### config.mk
export PLATFORM = sky130hd
export DESIGN_NAME = lsjd_decoder
export DESIGN_NICKNAME = d
export VERILOG_FILES = /design/src/lsjd_pkg.sv /design/src/lsjd_cost.sv /design/src/lsjd_decoder.sv
export VERILOG_INCLUDE_DIRS = /design/src
export SDC_FILE = /design/constraint.sdc
export NUM_CORES = 1
export LEC_CHECK = 0
export ABC_AREA = 1
export BUFFER_PORTS_ARGS = -buffer_cell sky130_fd_sc_hd__buf_2
export CORE_MARGIN = 1
export CORE_UTILIZATION = 60
export DETAILED_ROUTE_END_ITERATION = 10
export PLACE_DENSITY = 0.9
export SLEW_MARGIN = 0
export SYNTH_ARGS = -nofsm -noshare
export SYNTH_HDL_FRONTEND = slang
export SYNTH_SLANG_ARGS = --single-unit
### constraint.sdc
create_clock -name SYS_CLK -period 9.43 [get_ports SYS_CLK]
set_clock_uncertainty 0.1 [all_clocks]
set_input_delay 2.829 -clock SYS_CLK [delete_from_list [all_inputs] [get_ports SYS_CLK]]
set_output_delay 2.829 -clock SYS_CLK [all_outputs]
set_load 0.03 [all_outputs]
### src/lsjd_cfg.svh
// Opcode patterns, field positions and cycle costs for the logic/string/jump decoder
`ifndef LSJD_CFG_SVH
`define LSJD_CFG_SVH

// ------------------------------------------------------------
// Opcode patterns and masks
// ------------------------------------------------------------
`define LSJD_OP_XOR_RM 8'h30
`define LSJD_MASK_DW 8'hfc
`define LSJD_OP_XOR_ACC 8'h34
`define LSJD_MASK_W 8'hfe
`define LSJD_OP_MOVE 8'ha4
`define LSJD_OP_COMPARE 8'ha6
`define LSJD_OP_SCAN 8'hae
`define LSJD_OP_LOAD 8'hac
`define LSJD_OP_STORE 8'haa
`define LSJD_OP_PORT_IN 8'h6c
`define LSJD_OP_PORT_OUT 8'h6e
`define LSJD_OP_REPEAT 8'hf2
`define LSJD_OP_JMP_SHORT 8'heb
`define LSJD_OP_JMP_NEAR 8'he9

// ------------------------------------------------------------
// Field positions
// ------------------------------------------------------------
`define LSJD_BIT_W 0
`define LSJD_BIT_D 1
`define LSJD_BIT_Z 0
`define LSJD_MOD_HI 7
`define LSJD_MOD_LO 6
`define LSJD_MOD_REG 2'h3

// ------------------------------------------------------------
// Cycle costs
// ------------------------------------------------------------
`define LSJD_CYC_XOR_REG 8'h03
`define LSJD_CYC_XOR_MEM 8'h0a
`define LSJD_CYC_XOR_ACC_B 8'h03
`define LSJD_CYC_XOR_ACC_W 8'h04
`define LSJD_CYC_MOVE 8'h0e
`define LSJD_CYC_COMPARE 8'h16
`define LSJD_CYC_SCAN 8'h0f
`define LSJD_CYC_LOAD 8'h0c
`define LSJD_CYC_STORE 8'h0a
`define LSJD_CYC_PORT 8'h0e
`define LSJD_CYC_JMP 8'h0e
`define LSJD_REP_MOVE_BASE 8'h08
`define LSJD_REP_MOVE_ITER 8'h08
`define LSJD_REP_CMP_BASE 8'h05
`define LSJD_REP_CMP_ITER 8'h16
`define LSJD_REP_SCAN_BASE 8'h05
`define LSJD_REP_SCAN_ITER 8'h0f
`define LSJD_REP_LOAD_BASE 8'h06
`define LSJD_REP_LOAD_ITER 8'h0b
`define LSJD_REP_STORE_BASE 8'h06
`define LSJD_REP_STORE_ITER 8'h09
`define LSJD_REP_PORT_BASE 8'h08
`define LSJD_REP_PORT_ITER 8'h08
`define LSJD_WORD_PENALTY 8'h04

// Trailing byte counts
`define LSJD_ONE_BYTE 2'h1
`define LSJD_TWO_BYTES 2'h2

`endif

### src/lsjd_pkg.sv
// Types shared by the logic/string/jump decoder modules
package lsjd_pkg;

    // ------------------------------------------------------------
    // Decoded instruction kinds
    // ------------------------------------------------------------
    typedef enum logic [3:0] {
        LSJD_K_NONE,
        LSJD_K_XOR_RM,
        LSJD_K_XOR_ACC,
        LSJD_K_MOVE,
        LSJD_K_COMPARE,
        LSJD_K_SCAN,
        LSJD_K_LOAD,
        LSJD_K_STORE,
        LSJD_K_PORT_IN,
        LSJD_K_PORT_OUT,
        LSJD_K_JMP
    } lsjd_kind_t;

    // ------------------------------------------------------------
    // Decoder sequence states
    // ------------------------------------------------------------
    typedef enum logic [2:0] {
        LSJD_S_IDLE,
        LSJD_S_MODRM,
        LSJD_S_TAIL,
        LSJD_S_COST,
        LSJD_S_EXEC
    } lsjd_state_t;

endpackage

### src/lsjd_cost.sv
// Clock-cycle cost calculator for one decoded instruction
`timescale 1ns/1ps
`default_nettype none
`include "lsjd_cfg.svh"

module lsjd_cost
    import lsjd_pkg::*;
#(
    parameter int COUNT_W = 16,
    parameter int CYC_W = 24
) (
    input wire lsjd_kind_t kind,
    input wire logic word,
    input wire logic reg_is_dest,
    input wire logic memory,
    input wire logic repeated,
    input wire logic narrow,
    input wire logic [COUNT_W-1:0] count,
    output logic [CYC_W-1:0] cycles
);

    logic [7:0] single_c; // Cost of the single form
    logic [7:0] rep_base; // Fixed part of the repeated form
    logic [7:0] rep_iter; // Per-iteration part of the repeated form
    logic [1:0] xfers; // Word memory transfers that pay the narrow penalty
    logic [7:0] pen; // Penalty per transfer, zero unless narrow and word
    logic [7:0] iter_total; // Iteration cost including penalty

    // ------------------------------------------------------------
    // Table lookup of the listed costs
    // ------------------------------------------------------------
    always_comb begin
        single_c = `LSJD_CYC_JMP;
        rep_base = 8'h00;
        rep_iter = 8'h00;
        xfers = 2'h0;
        case (kind)
            LSJD_K_XOR_RM: begin
                single_c = memory ? `LSJD_CYC_XOR_MEM : `LSJD_CYC_XOR_REG;
                // Memory destination is read then written back
                xfers = memory ? (reg_is_dest ? 2'h1 : 2'h2) : 2'h0;
            end
            LSJD_K_XOR_ACC: begin
                // Wider immediate costs one more cycle, no bus penalty
                single_c = word ? `LSJD_CYC_XOR_ACC_W : `LSJD_CYC_XOR_ACC_B;
            end
            LSJD_K_MOVE: begin
                single_c = `LSJD_CYC_MOVE;
                rep_base = `LSJD_REP_MOVE_BASE;
                rep_iter = `LSJD_REP_MOVE_ITER;
                xfers = 2'h2;
            end
            LSJD_K_COMPARE: begin
                single_c = `LSJD_CYC_COMPARE;
                rep_base = `LSJD_REP_CMP_BASE;
                rep_iter = `LSJD_REP_CMP_ITER;
                // Repeated compare is listed without the narrow penalty
                xfers = repeated ? 2'h0 : 2'h2;
            end
            LSJD_K_SCAN: begin
                single_c = `LSJD_CYC_SCAN;
                rep_base = `LSJD_REP_SCAN_BASE;
                rep_iter = `LSJD_REP_SCAN_ITER;
                xfers = 2'h1;
            end
            LSJD_K_LOAD: begin
                single_c = `LSJD_CYC_LOAD;
                rep_base = `LSJD_REP_LOAD_BASE;
                rep_iter = `LSJD_REP_LOAD_ITER;
                xfers = 2'h1;
            end
            LSJD_K_STORE: begin
                single_c = `LSJD_CYC_STORE;
                rep_base = `LSJD_REP_STORE_BASE;
                rep_iter = `LSJD_REP_STORE_ITER;
                xfers = 2'h1;
            end
            LSJD_K_PORT_IN: begin
                single_c = `LSJD_CYC_PORT;
                rep_base = `LSJD_REP_PORT_BASE;
                rep_iter = `LSJD_REP_PORT_ITER;
                xfers = repeated ? 2'h1 : 2'h0;
            end
            LSJD_K_PORT_OUT: begin
                single_c = `LSJD_CYC_PORT;
                rep_base = `LSJD_REP_PORT_BASE;
                rep_iter = `LSJD_REP_PORT_ITER;
                // Single form carries no penalty on either variant
                xfers = repeated ? 2'h1 : 2'h0;
            end
            default: begin
                single_c = `LSJD_CYC_JMP;
            end
        endcase
    end

    // ------------------------------------------------------------
    // Penalty and total
    // ------------------------------------------------------------
    always_comb begin
        pen = (narrow && word) ? `LSJD_WORD_PENALTY : 8'h00;
        iter_total = rep_iter + 8'(pen * 8'(xfers));
        if (repeated) begin
            cycles = CYC_W'(rep_base) + CYC_W'(iter_total) * CYC_W'(count);
        end else begin
            cycles = CYC_W'(single_c) + CYC_W'(pen * 8'(xfers));
        end
    end

endmodule
`default_nettype wire

### src/lsjd_decoder.sv
// Opcode decoder and execution timer for xor, string and jump instructions
//
// What this block does
// - Xor forms decode 001100dw and 0011010w, cost 3/10 register/memory, 3/4 accumulator byte/word.
// - Move string 1010010w: 14, repeated 8+8n.
// - Compare string 1010011w: 22, repeated 5+22n.
// - Scan string 1010111w: 15, repeated 5+15n.
// - Load string 1010110w: 12, repeated 6+11n.
// - Store string 1010101w: 10, repeated 6+9n.
// - Port input string 0110110w: 14, repeated 8+8n.
// - Port output string 0110111w: 14 with no word penalty, repeated 8+8n.
// - Repeat prefix iterates count register times.
// - Jumps 11101011/11101001, one or two displacement bytes, 14.
// - Narrow bus adds 4 per word memory transfer, except on repeated compare and single port forms.
`timescale 1ns/1ps
`default_nettype none
`include "lsjd_cfg.svh"

module lsjd_decoder
    import lsjd_pkg::*;
#(
    parameter int COUNT_W = 16,
    parameter int CYC_W = 24
) (
    input wire logic SYS_CLK,
    input wire logic SYS_RST,
    input wire logic BYTE_VALID,
    input wire logic [7:0] BYTE_DATA,
    input wire logic [COUNT_W-1:0] COUNT_REG,
    input wire logic NARROW_BUS,
    output logic BYTE_READY,
    output logic OP_VALID,
    output lsjd_kind_t OP_KIND,
    output logic OP_WORD,
    output logic OP_REG_IS_DEST,
    output logic OP_MEMORY,
    output logic OP_REPEAT,
    output logic OP_REPEAT_COND,
    output logic [CYC_W-1:0] OP_CYCLES,
    output logic OP_UNKNOWN,
    output logic EXEC_BUSY,
    output logic EXEC_DONE
);

    // ------------------------------------------------------------
    // Elaboration checks
    // ------------------------------------------------------------
    // Worst iteration cost fits in six bits, so the total needs that much headroom
    if (CYC_W < COUNT_W + 6) begin : g_bad_width
        $error("CYC_W too narrow for COUNT_W");
    end
    if (COUNT_W < 1) begin : g_bad_count
        $error("COUNT_W must be positive");
    end

    // ------------------------------------------------------------
    // Opcode classification
    // ------------------------------------------------------------
    function automatic lsjd_kind_t classify(input logic [7:0] op);
        lsjd_kind_t k;
        k = LSJD_K_NONE;
        if ((op & `LSJD_MASK_DW) == `LSJD_OP_XOR_RM) begin
            k = LSJD_K_XOR_RM;
        end else if ((op & `LSJD_MASK_W) == `LSJD_OP_XOR_ACC) begin
            k = LSJD_K_XOR_ACC;
        end else if ((op & `LSJD_MASK_W) == `LSJD_OP_MOVE) begin
            k = LSJD_K_MOVE;
        end else if ((op & `LSJD_MASK_W) == `LSJD_OP_COMPARE) begin
            k = LSJD_K_COMPARE;
        end else if ((op & `LSJD_MASK_W) == `LSJD_OP_SCAN) begin
            k = LSJD_K_SCAN;
        end else if ((op & `LSJD_MASK_W) == `LSJD_OP_LOAD) begin
            k = LSJD_K_LOAD;
        end else if ((op & `LSJD_MASK_W) == `LSJD_OP_STORE) begin
            k = LSJD_K_STORE;
        end else if ((op & `LSJD_MASK_W) == `LSJD_OP_PORT_IN) begin
            k = LSJD_K_PORT_IN;
        end else if ((op & `LSJD_MASK_W) == `LSJD_OP_PORT_OUT) begin
            k = LSJD_K_PORT_OUT;
        end else if (op == `LSJD_OP_JMP_SHORT || op == `LSJD_OP_JMP_NEAR) begin
            k = LSJD_K_JMP;
        end
        return k;
    endfunction

    // ------------------------------------------------------------
    // State
    // ------------------------------------------------------------
    lsjd_state_t state_q, state_d; // Sequence state
    lsjd_kind_t kind_q, kind_d; // Kind being decoded
    logic word_q, word_d; // Word operand size
    logic dest_q, dest_d; // Register field is destination
    logic mem_q, mem_d; // Memory operand present
    logic rep_q, rep_d; // Repeat prefix seen
    logic repz_q, repz_d; // Prefix condition bit
    logic [1:0] tail_q, tail_d; // Trailing bytes still to take
    logic [COUNT_W-1:0] count_q, count_d; // Iteration count caught with the opcode
    logic [CYC_W-1:0] timer_q, timer_d; // Cycles left in execution
    logic ready_q, ready_d;
    logic valid_q, valid_d;
    logic unknown_q, unknown_d;
    logic done_q, done_d;
    logic busy_q, busy_d; // Execution under way, kept in a flop so the pin is glitch free
    logic [CYC_W-1:0] cyc_q, cyc_d;
    logic [CYC_W-1:0] cost; // Cost of the held instruction
    lsjd_kind_t cls; // Kind of the incoming byte
    logic take; // Byte accepted this cycle

    // ------------------------------------------------------------
    // Cost calculator
    // ------------------------------------------------------------
    lsjd_cost #(
        .COUNT_W(COUNT_W),
        .CYC_W(CYC_W)
    ) u_cost (
        .kind(kind_q),
        .word(word_q),
        .reg_is_dest(dest_q),
        .memory(mem_q),
        .repeated(rep_q),
        .narrow(NARROW_BUS),
        .count(count_q),
        .cycles(cost)
    );

    // ------------------------------------------------------------
    // Next-state logic
    // ------------------------------------------------------------
    always_comb begin
        cls = classify(BYTE_DATA);
        take = BYTE_VALID && ready_q;
        state_d = state_q;
        kind_d = kind_q;
        word_d = word_q;
        dest_d = dest_q;
        mem_d = mem_q;
        rep_d = rep_q;
        repz_d = repz_q;
        tail_d = tail_q;
        count_d = count_q;
        timer_d = timer_q;
        valid_d = 1'b0;
        unknown_d = 1'b0;
        done_d = 1'b0;
        cyc_d = cyc_q;
        case (state_q)
            LSJD_S_IDLE: begin
                if (take) begin
                    if ((BYTE_DATA & `LSJD_MASK_W) == `LSJD_OP_REPEAT) begin
                        // Prefix only arms the next opcode
                        rep_d = 1'b1;
                        repz_d = BYTE_DATA[`LSJD_BIT_Z];
                    end else begin
                        kind_d = cls;
                        word_d = BYTE_DATA[`LSJD_BIT_W];
                        dest_d = BYTE_DATA[`LSJD_BIT_D];
                        mem_d = 1'b0;
                        count_d = COUNT_REG;
                        // Prefix only has meaning ahead of a string primitive
                        if (cls == LSJD_K_XOR_RM || cls == LSJD_K_XOR_ACC ||
                            cls == LSJD_K_JMP) begin
                            rep_d = 1'b0;
                        end
                        if (cls == LSJD_K_XOR_RM) begin
                            state_d = LSJD_S_MODRM;
                        end else if (cls == LSJD_K_XOR_ACC) begin
                            tail_d = BYTE_DATA[`LSJD_BIT_W] ? `LSJD_TWO_BYTES
                                                            : `LSJD_ONE_BYTE;
                            state_d = LSJD_S_TAIL;
                        end else if (cls == LSJD_K_JMP) begin
                            tail_d = (BYTE_DATA == `LSJD_OP_JMP_SHORT) ? `LSJD_ONE_BYTE
                                                                       : `LSJD_TWO_BYTES;
                            state_d = LSJD_S_TAIL;
                        end else if (cls == LSJD_K_NONE) begin
                            // Outside this slice: flag it and drop any prefix
                            unknown_d = 1'b1;
                            rep_d = 1'b0;
                            repz_d = 1'b0;
                        end else begin
                            state_d = LSJD_S_COST;
                        end
                    end
                end
            end
            LSJD_S_MODRM: begin
                if (take) begin
                    mem_d = BYTE_DATA[`LSJD_MOD_HI:`LSJD_MOD_LO] != `LSJD_MOD_REG;
                    state_d = LSJD_S_COST;
                end
            end
            LSJD_S_TAIL: begin
                if (take) begin
                    tail_d = tail_q - `LSJD_ONE_BYTE;
                    if (tail_q == `LSJD_ONE_BYTE) begin
                        state_d = LSJD_S_COST;
                    end
                end
            end
            LSJD_S_COST: begin
                // Cost settles from held fields; publish it and start timing
                valid_d = 1'b1;
                cyc_d = cost;
                timer_d = cost;
                state_d = LSJD_S_EXEC;
            end
            default: begin
                // Execution: refuse bytes until the listed cycle count elapses
                timer_d = timer_q - CYC_W'(1);
                if (timer_q <= CYC_W'(1)) begin
                    done_d = 1'b1;
                    rep_d = 1'b0;
                    repz_d = 1'b0;
                    state_d = LSJD_S_IDLE;
                end
            end
        endcase
        ready_d = state_d == LSJD_S_IDLE || state_d == LSJD_S_MODRM ||
                  state_d == LSJD_S_TAIL;
        busy_d = state_d == LSJD_S_EXEC;
    end

    // ------------------------------------------------------------
    // Registers
    // ------------------------------------------------------------
    always_ff @(posedge SYS_CLK or posedge SYS_RST) begin
        if (SYS_RST) begin
            state_q <= LSJD_S_IDLE;
            kind_q <= LSJD_K_NONE;
            word_q <= 1'b0;
            dest_q <= 1'b0;
            mem_q <= 1'b0;
            rep_q <= 1'b0;
            repz_q <= 1'b0;
            tail_q <= 2'h0;
            count_q <= '0;
            timer_q <= '0;
            ready_q <= 1'b0;
            valid_q <= 1'b0;
            unknown_q <= 1'b0;
            done_q <= 1'b0;
            busy_q <= 1'b0;
            cyc_q <= '0;
        end else begin
            state_q <= state_d;
            kind_q <= kind_d;
            word_q <= word_d;
            dest_q <= dest_d;
            mem_q <= mem_d;
            rep_q <= rep_d;
            repz_q <= repz_d;
            tail_q <= tail_d;
            count_q <= count_d;
            timer_q <= timer_d;
            ready_q <= ready_d;
            valid_q <= valid_d;
            unknown_q <= unknown_d;
            done_q <= done_d;
            busy_q <= busy_d;
            cyc_q <= cyc_d;
        end
    end

    // ------------------------------------------------------------
    // Outputs, all straight from flip-flops
    // ------------------------------------------------------------
    assign BYTE_READY = ready_q;
    assign OP_VALID = valid_q;
    assign OP_KIND = kind_q;
    assign OP_WORD = word_q;
    assign OP_REG_IS_DEST = dest_q;
    assign OP_MEMORY = mem_q;
    assign OP_REPEAT = rep_q;
    assign OP_REPEAT_COND = repz_q;
    assign OP_CYCLES = cyc_q;
    assign OP_UNKNOWN = unknown_q;
    assign EXEC_BUSY = busy_q;
    assign EXEC_DONE = done_q;

endmodule
`default_nettype wire

==> impl_results.md <==
* Status: complete, no violations
* Hold Path Class: reg2reg
* Share of cells above drive strength 1 at 0.0863
* Fin worst setup slack at 1.38 ns
* I/O Buffers at 64
* Number of library cell types mapped by synthesis at 48
* RSZ-0062 raised after global routing: no
* Post-DP HPWL at 15.3 mm
* VDD IR max at 0.135 mV
* CP endpoint kind: register
* Die width at 119 microns
* Fmax at 124 MHz
* Vias at 7,607
* Total global routing overflow at 0
* Ys Warns at 0
* Via density at 5.55
* Rows at 42
* Syn_nets at 1,299
* Drt drc at 0
* Final Instance Count excl. Fillers at 1,370
* Worst-path clk slew at 0.06 ns
* Clock Latency Late Sink at 0.36 ns
* Final setup fails at 0
* Fin. Hold Viols at 0
* 1st-pass router iterations at 5
* Iter 0 DRT Violations at 690
* Io pins at 66
* Cell taking the most area after synthesis: dfrtp_1
* Initial antenna violation count at 0
* Vias in the first global route at 7,520
* Total Nets Final at 1,350
* Leak Pwr at 5.12 nW
* First-pass GRT wire length at 34.0 mm
* GPL Wtd Cong at 0.982
* Slew Viols, Final at 0
* Startpoint class of the critical path: primary input
* Layout area overhead at 9.33%
* Crit Path Category: in2reg
* Commonest non-fill, non-tap cell in the layout: nand2_1
* CTS HTree Levels at 3
* Clock sink count at 82
* Commonest cells after routing, fill and taps aside: nand2_1, inv_1, nor2_1
* Cells after DPL at 1,354
* Period utilization at 0.853
* Mapped Cells at 1,138
* Antenna-violating nets left at 0
* Period minus WS final at 8.05 ns
* DP Worst Slack at 1.09 ns
* Routed WL at 20.1 mm
* Final Cell Area at 0.00897 sq mm
* Post-route setup TNS at 0 ns
* Fillers at 1,105
* Slew margin rel. at 0.219
* Syn Area/Cell at 7.21 sq um
* Core area at 0.0133 sq mm
* Worst hold margin at 0.375 ns
* Reported max-cap violation count at 0
* Pwr dens at 228 mW/mm^2
* Overall Global Routing Usage at 0.303
* Clk root buf: clkbuf_16
* CTS buffer count at 9
* Hold buffer count at CTS at 0
* Post-synthesis register bit count at 82
* CP max FO at 15
* CTS resizes at 0
* Yosys top cell area share at 0.250
* Die Height at 119 microns
* Top post-synthesis cells by area: dfrtp_1, fa_1, nand2_1, inv_1, ha_1
* Post-Syn Area at 0.00821 sq mm
* Setup bufs post-CTS at 0
* CTS tree: built
* Clk buf depth at 2
* Avg WL per Cell at 14.7 microns
* Critical Path RT at 9.61 ns
* Worst EP arrival at 8.22 ns
* Worst-Margin Slew at 1.17 ns
* Cell Area, Placed at 0.00864 sq mm
* Diodes inserted at 0
* Initial Util at 0.617
* Post-synthesis sequential area ratio at 0.250
* Die ar. at 0.0141 sq mm
* Largest net degree at the start of global routing at 83
registers in the layout, indices dropped and copies added (netlist names):
signal / flops
OP_VALID: 1
OP_UNKNOWN: 1
EXEC_BUSY: 1
OP_REG_IS_DEST: 1
OP_REPEAT: 1
count_q: 16
BYTE_READY: 1
OP_CYCLES: 23
tail_q: 2
OP_MEMORY: 1
state_q: 3
EXEC_DONE: 1
OP_KIND: 4
OP_REPEAT_COND: 1
OP_WORD: 1
timer_q: 24
final timing paths:
check | from | end | slack [ns] | cells after the start
setup / recovery | NARROW_BUS | timer_q[21] | 1.38 | 22
hold / removal | OP_CYCLES[3] | OP_CYCLES[3] | 0.37 | 2
setup reg to reg | OP_KIND[3] | timer_q[21] | 2.69 | 28
hold reg to reg | OP_CYCLES[3] | OP_CYCLES[3] | 0.37 | 2
max in group asynchronous | SYS_RST | OP_REPEAT_COND | 5.87 | 3
min in group asynchronous | SYS_RST | count_q[15] | 2.68 | 3
metal layers:
| metal | vias to the layer above | wire length (microns) | part of all wire | track usage |
|---|---|---|---|---|
| met5 | - | 0 | 0 | 0 |
| met3 | 68 | 1440 | 0.071 | 0.0407 |
| met2 | 323 | 9620 | 0.48 | 0.510 |
| li1 | 3608 | - | - | - |
| met1 | 3608 | 8330 | 0.41 | 0.389 |
| met4 | 0 | 740 | 0.037 | 0.141 |
stage by stage:
step,util,power (W)
2_1_floorplan,-,0.00135
3_3_place_gp,0.650,0.00157
3_5_place_dp,0.650,0.00162
4_1_cts,0.675,0.00203
5_1_grt,0.675,0.00221
6_report,0.675,0.00204
power breakdown:
part | internal (W) | switching, W | leakage (nW) | total, W
clock network | 0.000237 | 0.000168 | 0.159 | 0.000405
registers | 0.000462 | 0.000123 | 1.02 | 0.000584
logic | 0.000343 | 0.000709 | 3.94 | 0.00105
total | 0.00104 | 0.000999 | 5.12 | 0.00204
logic make-up after synthesis:
family	share of synthesized area
compound gates	0.108
mux	0.00122
other cells	0.000457
xor+xnor	0.0107
fa+ha+maj	0.260
simple gates	0.239
flops	0.250
buf+inv	0.130
worst max-delay path, stage by stage:
cell and delay [ns]:
buf_2 0.11, nand3_1 0.07, inv_1 0.07, ha_1 0.28
ha_1 0.16, inv_1 0.05, fa_1 0.90, nor2_1 0.16
fa_1 0.51, fa_1 0.53, fa_1 0.49, inv_1 0.05
fa_1 0.52, inv_1 0.04, ha_1 0.35, a21oi_1 0.23
o21ai_0 0.13, a21oi_1 0.15, nand3_1 0.14, a21boi_0 0.18
o21ai_1 0.12, a21oi_1 0.13
area by class of cell:
cell class | count | area (sq um) | area share
Clock buffer | 9 | 225 | 0.0251
Clock inverter | 7 | 105 | 0.0117
Inverter | 251 | 943 | 0.105
Multi-Input combinational cell | 779 | 5090 | 0.567
Sequential cell | 82 | 2050 | 0.229
Tap cell | 176 | 220 | 0.0245
Timing Repair Buffer | 66 | 335 | 0.0374
synth_stat cells, drive strengths merged:
| library cell | number |
|---|---|
| nand2 | 252 |
| inv | 250 |
| nor2 | 157 |
| dfrtp | 82 |
| ha | 70 |
| o21ai | 67 |
| fa | 63 |
| a21oi | 44 |
| nand3 | 43 |
| clkbuf | 15 |
| buf | 11 |
| a31oi | 10 |
| nand4 | 10 |
| nor3 | 8 |
| o211ai | 6 |
| o21a | 6 |
| xor2 | 6 |
| a21boi | 5 |
| a22oi | 5 |
| or2 | 4 |
| xnor2 | 4 |
| nand3b | 3 |
| o221ai | 3 |
| o22ai | 2 |
| o31ai | 2 |
| a211oi | 1 |
| a21o | 1 |
| a22o | 1 |
| a31o | 1 |
| and2 | 1 |
| clkinv | 1 |
| conb | 1 |
| mux2i | 1 |
| nor4 | 1 |
| o2111ai | 1 |
No activity file was read; power rests on OpenSTA's default activity.
